File: config.mk
export PLATFORM = sky130hd
export DESIGN_NAME = irf_top
export DESIGN_NICKNAME = d
export VERILOG_FILES = /design/src/common/irf_pkg.sv /design/src/irf_top.sv
export VERILOG_INCLUDE_DIRS = /design/src /design/src/common
export SDC_FILE = /design/constraint.sdc
export NUM_CORES = 1
export LEC_CHECK = 0
export ABC_AREA = 1
export BUFFER_PORTS_ARGS = -buffer_cell sky130_fd_sc_hd__buf_2
export CORE_MARGIN = 5
export CORE_UTILIZATION = 45
export DETAILED_ROUTE_END_ITERATION = 10
export PLACE_DENSITY = 0.78
export REMOVE_ABC_BUFFERS = 1
export SLEW_MARGIN = 10
export SYNTH_ARGS = -nofsm -noshare
export SYNTH_HDL_FRONTEND = slang
export SYNTH_SLANG_ARGS = --single-unit
File: constraint.sdc
create_clock -name hclk -period 1.9 [get_ports hclk]
set_clock_uncertainty 0.15 [all_clocks]
set_input_delay 0.38 -clock hclk [delete_from_list [all_inputs] [get_ports hclk]]
set_output_delay 0.38 -clock hclk [all_outputs]
set_load 0.01 [all_outputs]
File: src/common/irf_map.svh
// register offsets, field positions, reset values of the request flags
// assumes a 32-bit word-aligned slave; low byte of haddr decodes
`ifndef IRF_MAP_SVH
`define IRF_MAP_SVH

// ------------------------------------------------------------
// byte offsets
// ------------------------------------------------------------
`define IRF_OFS_MAIN_FLAGS 8'h00
`define IRF_OFS_WAKE_FLAGS 8'h04
`define IRF_OFS_EDGE_MAIN 8'h08
`define IRF_OFS_EDGE_WAKE 8'h0c
`define IRF_OFS_ENABLE_MAIN 8'h10
`define IRF_OFS_FUNC_MAIN 8'h14
`define IRF_OFS_FUNC_WAKE 8'h18
`define IRF_OFS_SYSCTL_TWO 8'h1c
`define IRF_OFS_CLEAR_MAIN 8'h20
`define IRF_OFS_CLEAR_WAKE 8'h24

// ------------------------------------------------------------
// field positions
// ------------------------------------------------------------
`define IRF_BIT_DT 7
`define IRF_BIT_TA 6
`define IRF_BIT_WP_EN 5
`define IRF_BIT_DT_ENABLE 0
`define IRF_MAIN_FLAG_MASK 8'hcf
`define IRF_MAIN_RSVD_ONES 8'h30
`define IRF_WAKE_RSVD_ONES 8'hc0
`define IRF_ENABLE_MASK 8'hef
`define IRF_ENABLE_RSVD_ONES 8'h10

// ------------------------------------------------------------
// reset values
// ------------------------------------------------------------
`define IRF_RST_MAIN_FLAGS 8'h00
`define IRF_RST_WAKE_FLAGS 6'h00
`define IRF_RST_EDGE_MAIN 4'h0
`define IRF_RST_EDGE_WAKE 6'h00
`define IRF_RST_ENABLE 8'h00
`define IRF_RST_FUNC_MAIN 4'h0
`define IRF_RST_FUNC_WAKE 6'h00
`define IRF_RST_PIN_MAIN 4'hf
`define IRF_RST_PIN_WAKE 6'h3f

`endif

File: src/common/irf_pkg.sv
// types shared by the request flag block
// assumes irf_map.svh is used alongside for numbers
package irf_pkg;

  // ------------------------------------------------------------
  // carriers
  // ------------------------------------------------------------
  typedef struct packed {
    logic [3:0] ext_request_pin;
    logic [5:0] wakeup_pin;
  } irf_pins_type;

  typedef struct packed {
    logic sleep_direct_transition;
    logic timer_a_overflow;
  } irf_events_type;

  typedef struct packed {
    logic [31:0] hrdata;
    logic hreadyout;
    logic hresp;
  } irf_ahb_out_type;

  // ------------------------------------------------------------
  // whole module state
  // ------------------------------------------------------------
  typedef struct packed {
    logic [7:0] main_flags;
    logic [5:0] wake_flags;
    logic [3:0] edge_main;
    logic [5:0] edge_wake;
    logic [7:0] enable_main;
    logic [3:0] func_main;
    logic [5:0] func_wake;
    logic dt_enable;
    logic [3:0] prev_main;
    logic [5:0] prev_wake;
    logic wr_pend;
    logic [7:0] wr_addr;
    irf_ahb_out_type bus;
    logic irq;
  } irf_state_type;

endpackage

File: src/irf_top.sv
// interrupt request flag registers with an ahb-lite slave port
// assumes pins and event strobes are synchronous to hclk
// assumes single word transfers from one master
//
// Behaviour
// - sleep direct transition sets flag bit seven
// - timer a overflow sets flag bit six
// - reserved flag bits always read one
// - selected edge on request pin sets flag
// - selected edge on wakeup pin sets flag
// - main flags clear by writing zero, or by writing one to the main clear register
// - wakeup flags clear by writing zero, or by writing one to the wakeup clear register
// - edge select zero falling, one rising
// - one shared enable gates all wakeup flags
// - switching pin function may set its flag
`timescale 1ns/1ps
`include "irf_map.svh"

module irf_top (
  input wire logic hclk,
  input wire logic hresetn,
  input wire logic hsel,
  input wire logic [31:0] haddr,
  input wire logic [1:0] htrans,
  input wire logic hwrite,
  input wire logic [2:0] hsize,
  input wire logic [31:0] hwdata,
  input wire logic hready,
  input wire irf_pkg::irf_pins_type pins,
  input wire irf_pkg::irf_events_type events,
  output irf_pkg::irf_ahb_out_type bus_out,
  output logic irq
);

  // ------------------------------------------------------------
  // helpers
  // ------------------------------------------------------------

  // edge detector shared by both pin groups
  function automatic logic [5:0] irf_edges(
    input logic [5:0] cur,
    input logic [5:0] prev,
    input logic [5:0] rise_sel
  );
    irf_edges = (rise_sel & cur & ~prev) | (~rise_sel & ~cur & prev);
  endfunction

  // pin seen by the detector; idle high when not an interrupt input
  function automatic logic [5:0] irf_gate(
    input logic [5:0] pin,
    input logic [5:0] func
  );
    irf_gate = (pin & func) | ~func;
  endfunction

  // read mux, fed from the next state so a write is seen at once
  function automatic logic [31:0] irf_read(
    input logic [7:0] addr,
    input irf_pkg::irf_state_type st
  );
    logic [7:0] v;
    v = 8'h00;
    unique case (addr)
      `IRF_OFS_MAIN_FLAGS: begin
        v = (st.main_flags & `IRF_MAIN_FLAG_MASK) | `IRF_MAIN_RSVD_ONES;
      end
      `IRF_OFS_WAKE_FLAGS: begin
        v = {2'b00, st.wake_flags} | `IRF_WAKE_RSVD_ONES;
      end
      `IRF_OFS_EDGE_MAIN: begin
        v = {4'h0, st.edge_main};
      end
      `IRF_OFS_EDGE_WAKE: begin
        v = {2'b00, st.edge_wake};
      end
      `IRF_OFS_ENABLE_MAIN: begin
        v = st.enable_main | `IRF_ENABLE_RSVD_ONES;
      end
      `IRF_OFS_FUNC_MAIN: begin
        v = {4'h0, st.func_main};
      end
      `IRF_OFS_FUNC_WAKE: begin
        v = {2'b00, st.func_wake};
      end
      `IRF_OFS_SYSCTL_TWO: begin
        v = {7'h00, st.dt_enable};
      end
      // clear registers are write-only; unmapped reads zero
      default: begin
        v = 8'h00;
      end
    endcase
    irf_read = {24'h000000, v};
  endfunction

  // ------------------------------------------------------------
  // state
  // ------------------------------------------------------------
  irf_pkg::irf_state_type state_reg;
  irf_pkg::irf_state_type state_next;

  logic accept;
  logic [5:0] gated_main;
  logic [5:0] gated_wake;
  logic [5:0] edge_hit_main;
  logic [5:0] edge_hit_wake;
  logic [7:0] set_main;
  logic [5:0] set_wake;
  logic [7:0] clr_main;
  logic [5:0] clr_wake;
  logic [7:0] wbyte;
  logic wake_pending;

  // ------------------------------------------------------------
  // next state
  // ------------------------------------------------------------
  always_comb begin
    state_next = state_reg;
    wbyte = hwdata[7:0];
    accept = hsel & hready & htrans[1];

    // a pin switched in or out of interrupt use can make an edge
    // function switch may set flag
    gated_main = irf_gate({2'b11, pins.ext_request_pin},
                          {2'b00, state_reg.func_main});
    gated_wake = irf_gate(pins.wakeup_pin, state_reg.func_wake);

    edge_hit_main = irf_edges(gated_main,
                              {2'b11, state_reg.prev_main},
                              {2'b00, state_reg.edge_main});
    edge_hit_wake = irf_edges(gated_wake, state_reg.prev_wake,
                              state_reg.edge_wake);

    set_main = {2'b00, 2'b00, edge_hit_main[3:0]};
    set_main[`IRF_BIT_DT] = events.sleep_direct_transition &
                            state_reg.dt_enable;
    set_main[`IRF_BIT_TA] = events.timer_a_overflow;
    set_wake = edge_hit_wake;

    clr_main = 8'h00;
    clr_wake = 6'h00;

    // data phase of a write pending from the last address phase
    if (state_reg.wr_pend) begin
      unique case (state_reg.wr_addr)
        `IRF_OFS_MAIN_FLAGS: begin
          clr_main = ~wbyte & `IRF_MAIN_FLAG_MASK;
        end
        `IRF_OFS_WAKE_FLAGS: begin
          clr_wake = ~wbyte[5:0];
        end
        `IRF_OFS_CLEAR_MAIN: begin
          clr_main = wbyte & `IRF_MAIN_FLAG_MASK;
        end
        `IRF_OFS_CLEAR_WAKE: begin
          clr_wake = wbyte[5:0];
        end
        `IRF_OFS_EDGE_MAIN: begin
          state_next.edge_main = wbyte[3:0];
        end
        `IRF_OFS_EDGE_WAKE: begin
          state_next.edge_wake = wbyte[5:0];
        end
        `IRF_OFS_ENABLE_MAIN: begin
          state_next.enable_main = wbyte & `IRF_ENABLE_MASK;
        end
        `IRF_OFS_FUNC_MAIN: begin
          state_next.func_main = wbyte[3:0];
        end
        `IRF_OFS_FUNC_WAKE: begin
          state_next.func_wake = wbyte[5:0];
        end
        `IRF_OFS_SYSCTL_TWO: begin
          state_next.dt_enable = wbyte[`IRF_BIT_DT_ENABLE];
        end
        // unmapped writes are dropped with an okay answer
        default: begin
          clr_main = 8'h00;
        end
      endcase
    end

    // set beats clear so no event is lost in the clearing cycle
    state_next.main_flags = ((state_reg.main_flags & ~clr_main) |
                             set_main) & `IRF_MAIN_FLAG_MASK;
    state_next.wake_flags = (state_reg.wake_flags & ~clr_wake) |
                            set_wake;

    state_next.prev_main = gated_main[3:0];
    state_next.prev_wake = gated_wake;

    // address phase capture; zero wait states, always okay
    state_next.wr_pend = accept & hwrite;
    if (accept) begin
      state_next.wr_addr = haddr[7:0];
    end
    state_next.bus.hreadyout = 1'b1;
    state_next.bus.hresp = 1'b0;
    if (accept & ~hwrite) begin
      state_next.bus.hrdata = irf_read(haddr[7:0], state_next);
    end else begin
      state_next.bus.hrdata = 32'h00000000;
    end

    wake_pending = (|state_next.wake_flags) &
                   state_next.enable_main[`IRF_BIT_WP_EN];
    state_next.irq = wake_pending |
                     (|(state_next.main_flags & state_next.enable_main &
                        `IRF_MAIN_FLAG_MASK));
  end

  // ------------------------------------------------------------
  // registers
  // ------------------------------------------------------------
  always_ff @(posedge hclk or negedge hresetn) begin
    if (!hresetn) begin
      state_reg.main_flags <= `IRF_RST_MAIN_FLAGS;
      state_reg.wake_flags <= `IRF_RST_WAKE_FLAGS;
      state_reg.edge_main <= `IRF_RST_EDGE_MAIN;
      state_reg.edge_wake <= `IRF_RST_EDGE_WAKE;
      state_reg.enable_main <= `IRF_RST_ENABLE;
      state_reg.func_main <= `IRF_RST_FUNC_MAIN;
      state_reg.func_wake <= `IRF_RST_FUNC_WAKE;
      state_reg.dt_enable <= 1'b0;
      // pins rest high, so no false edge after reset
      state_reg.prev_main <= `IRF_RST_PIN_MAIN;
      state_reg.prev_wake <= `IRF_RST_PIN_WAKE;
      state_reg.wr_pend <= 1'b0;
      state_reg.wr_addr <= 8'h00;
      state_reg.bus.hrdata <= 32'h00000000;
      state_reg.bus.hreadyout <= 1'b1;
      state_reg.bus.hresp <= 1'b0;
      state_reg.irq <= 1'b0;
    end else begin
      state_reg <= state_next;
    end
  end

  // ------------------------------------------------------------
  // outputs
  // ------------------------------------------------------------
  assign bus_out = state_reg.bus;
  assign irq = state_reg.irq;

endmodule

Word level (Yosys, flattened, before mapping)
Index checks and enable logic that the tools add are counted.

operators by class
  equality and inequality tests = 16
  muxes and demuxes = 13
  bitwise logic cells = 39
  reduce and logical (&&, ||, !) cells = 4

operators with widths
  kind                                            count
  == test 8 x 5 -> 1 bit (second input constant)  8
  case mux 8 bit (8 select lines)                 1
  bitwise AND 6 bit                               6
  NOT 6 bit                                       6
  == test 8 x 4 -> 1 bit (second input constant)  4
  2-to-1 mux 29 bit                               1
  2-to-1 mux 8 bit                                3
  bitwise AND 4 bit                               5
  2-to-1 mux 6 bit                                3
  OR 6 bit                                        3
  bitwise AND 8 bit                               2
  == test 8 x 3 -> 1 bit (second input constant)  2
  == test 8 x 6 -> 1 bit (second input constant)  2
  logical NOT 8 bit                               2
  NOT 4 bit                                       4
  NOT 8 bit                                       2
  case mux 8 bit (2 select lines)                 1
  case mux 6 bit (2 select lines)                 1
  OR reduction 6 bit                              2
  2-to-1 mux 4 bit                                2
  OR 4 bit                                        2
  OR 8 bit                                        1
  bitwise AND 1 bit                               6
  2-to-1 mux 1 bit                                1
  other kinds (2)                                 2

word-level totals
  register bits = 93
  output and inout port bits = 35

Longest topological paths before layout
  depth in word-level cells = 10
  gate-level depth with buffers = 12
  depth with buffers taken out = 12

Worst setup path before layout
OpenSTA, ideal clock, no wires.

  kind = flip-flop to flip-flop
  start point = register state_reg[42] (netlist name)
  end point = register irq (netlist name)
  arrival time = 1357 ps
  required time = 1626 ps
  setup slack = 269 ps
  cell stages (with the launch flop) = 11
  clock period less this slack = 1631 ps
  path through = dfrtp_1 -> nor2_1 -> nand4_2 -> nor2_4 -> inv_2 -> o21ai_1 -> inv_2 -> nand2_1 -> nand2_1 -> nor2_1 -> nand3_1

RTL lines
  element                   RTL line        source
  start: declaration        irf_top.sv:99   irf_pkg::irf_state_type state_reg;
  start signal: assignment  irf_top.sv:235  state_reg <= state_next;

==> metrics.cfg <==
[final_layout]
fin_util = 0.563
multi_input_area_mm2 = 0.00165
diodes = 0
layout-drive-gt1-share = 0.265
syn2layout_area_growth_pct = 20.7
layout.nets = 629
largest_register_ffs = 59
nFillCells = 710
final_cell_area_mm2 = 0.00439
regArea_mm2 = 0.00171

[route]
dr.pass1.iters = 10
vias = 3246
drt_iter0_drc = 178
antenna_left = 0
drc = 1
detail_route.wl_per_cell_um = 13.9
via_per_inst = 4.99
drt_wl_total_um = 9010

[worst_setup_path]
crit_path_max_incr_delay_ns = 0.39
critical_path.slowest_cell = dfrtp_1
cp-end-kind = register
worstPathCellList = nor2_2 > nand4_2 > nor2_4 > inv_2 > buf_4 > nand2_1 > o21ai_2 > nor2_1 > nor2_1 > a21oi_1
crit_top_cell = nor2_1
cp_max_fo = 6
worstSetupStartpointType = register
r2r_slack_ns = 0.03
crit_required_ns = 2.03
critical_path_class = register to register
critPathArrivalTime_ns = 1.99

[yosys]
ys_ff_latch = 68
synthArstFlopShare = 1.00
avgSynthCellArea_um2 = 7.63
netlist_area_mm2 = 0.00364
yosysMostFrequentCell = nand2_1
synthTopCellsByArea = dfrtp_1 40%, nand2_1 16%, dfstp_2 7.2%
synth_area_leader_cell = dfrtp_1
yosys-top-cells-count = 152 x nand2_1, 58 x dfrtp_1, 52 x inv_1, 52 x nor2_1, 34 x buf_4
synth_ff_type = dfrtp_1
yosysSeqAreaShare = 0.471
synth_top_area_frac = 0.399
synth_cell_types = 32
yosysWarnings = 0
synth_edf_count = 0
synth_cells = 477

[global_route]
grtUsageTotal = 0.184
grt_antenna_before_repair = 0
grt_pass1_vias = 3135
grt_overflow = 0
grt_max_degree = 38
grt_pass1_wl_um = 14400

[timing]
finalCritPeriodShare = 0.982
final.setup.worst_slack_ns = 0.0348
fmax_mhz = 536
finalSetupViolations = 0
slew_violations = 0
finalHoldViolations = 0
rsz0062_at_grt = true
setup_tns_ns = 0
min_period_ns = 1.87

[hold_path]
hold_path.class = input port to register

[power_and_ir_drop]
ir_worst_vdd_v = 0.000383
p_comb_frac = 0.165
p_sw_w = 0.00106
p_int_w = 0.00272
sw_frac_of_total = 0.281
power_density_mw_per_mm2 = 861
clockPowerShare = 0.393
p_seq_frac = 0.442
leakage_nw = 2.40

[floorplan]
die_area_mm2 = 0.00999
die_h_um = 99.9
die_w_um = 99.9
ioPinCount = 121
coreArea_mm2 = 0.00781
rows = 32
start_util = 0.466

[placed_design]
place_area_mm2 = 0.00398
dp_hpwl_um = 6360
pre_cts_ws_ns = -0.0502
port_buffers = 42
gp_congestion = 0.915

[clocking]
cts-root-buf = clkbuf_8
cts_buffer_depth = 2
cts-htree-levels = 3
clock_latency_ns = 0.35
clk_pin_slew_ns = 0.08
cts_tree = built
cts_buffers = 9
cts.sinks = 68

[run_status]
status = finished with violations
violations = design-rule violations

[job]
maxCapViolations = 0

per-stage QoR:
stage	std cells	hold WS [ns]	power (W)
5_1_grt	650	0.0976	0.00395
6_report	650	0.0987	0.00378
2_1_floorplan	464	-0.0656	0.00202
3_3_place_gp	630	0.185	0.00218
4_1_cts	647	0.0991	0.00369
3_5_place_dp	630	0.184	0.00221
area by class of cell:
| type | count | share of cell area |
|---|---|---|
| Tap cell | 102 | 0.0291 |
| Clock inverter | 6 | 0.0253 |
| Timing Repair Buffer | 68 | 0.0974 |
| Multi-Input combinational cell | 337 | 0.376 |
| Clock buffer | 10 | 0.0313 |
| Inverter | 59 | 0.0504 |
| Sequential cell | 68 | 0.390 |
power by group through the flow:
stage | Sequential (W) | Combinational, W | Clock [W]
2_1_floorplan | 0.00168 | 0.000338 | 0
3_3_place_gp | 0.00168 | 0.000497 | 0
3_5_place_dp | 0.00169 | 0.000516 | 0
4_1_cts | 0.00167 | 0.000530 | 0.00150
5_1_grt | 0.00169 | 0.000702 | 0.00156
6_report | 0.00167 | 0.000623 | 0.00149
logic make-up (layout without fill, tap and decap cells):
kind of cell | count (synthesis) | count (layout) | synth area share
buffers and inverters | 96 | 143 | 0.134
other | 2 | 26 | 0.00206
AO/OA/AOI/OAI | 67 | 67 | 0.112
flip-flops | 68 | 68 | 0.471
AND/OR/NAND/NOR | 244 | 244 | 0.281
critical path: cells and delay by family (launching register included):
family / cells / cell delay (ns)
buffers and inverters: 2 / 0.30
flip-flops: 1 / 0.39
AO/OA/AOI/OAI: 2 / 0.21
AND/OR/NAND/NOR: 6 / 0.73
repair_timing:
item,CTS,global route
buffers inserted,0,3
hold buffers,1,0
pin swaps,0,4
endpoints found under the hold margin,11,0
endpoints found under the setup margin,3,9
resized for setup,5,33
final timing paths:
kind / startpoint / depth (start not counted) / end
setup / recovery: state_reg[42] / 10 / bus_out[4]
hold / removal: pins[8] / 3 / state_reg[52]
setup reg to reg: state_reg[42] / 10 / bus_out[4]
hold reg to reg: state_reg[57] / 1 / state_reg[46]
max in group asynchronous: hresetn / 3 / state_reg[50]
min in group asynchronous: hresetn / 2 / bus_out[4]
per-layer routing:
metal  wire (um)  vias up  global-route usage
met5           0        -                   0
met4         195        0              0.0777
met3         691       25              0.0459
met2        4550      135               0.306
met1        3570     1523               0.227
li1            -     1563                   -
cell usage in the layout, fill, tap and decap left out, types with 2 or more instances in the layout:
master     instances
nand2_1          142
dfrtp_1           58
inv_1             52
nor2_1            44
buf_2             42
conb_1            26
nand3_1           22
buf_4             22
a21oi_1           20
o21ai_0           11
o21ai_2           10
clkbuf_8          10
dfstp_2           10
nand2_4            8
o21ai_1            8
inv_2              7
o21a_1             7
nand2_2            6
nor2_2             6
nor2_4             5
nor3_1             4
a22oi_1            3
bufinv_16          3
nor3_4             2
o21a_2             2
or2_2              2
o211ai_1           2
buf_6              2
No activity file was read; power rests on OpenSTA's default activity.
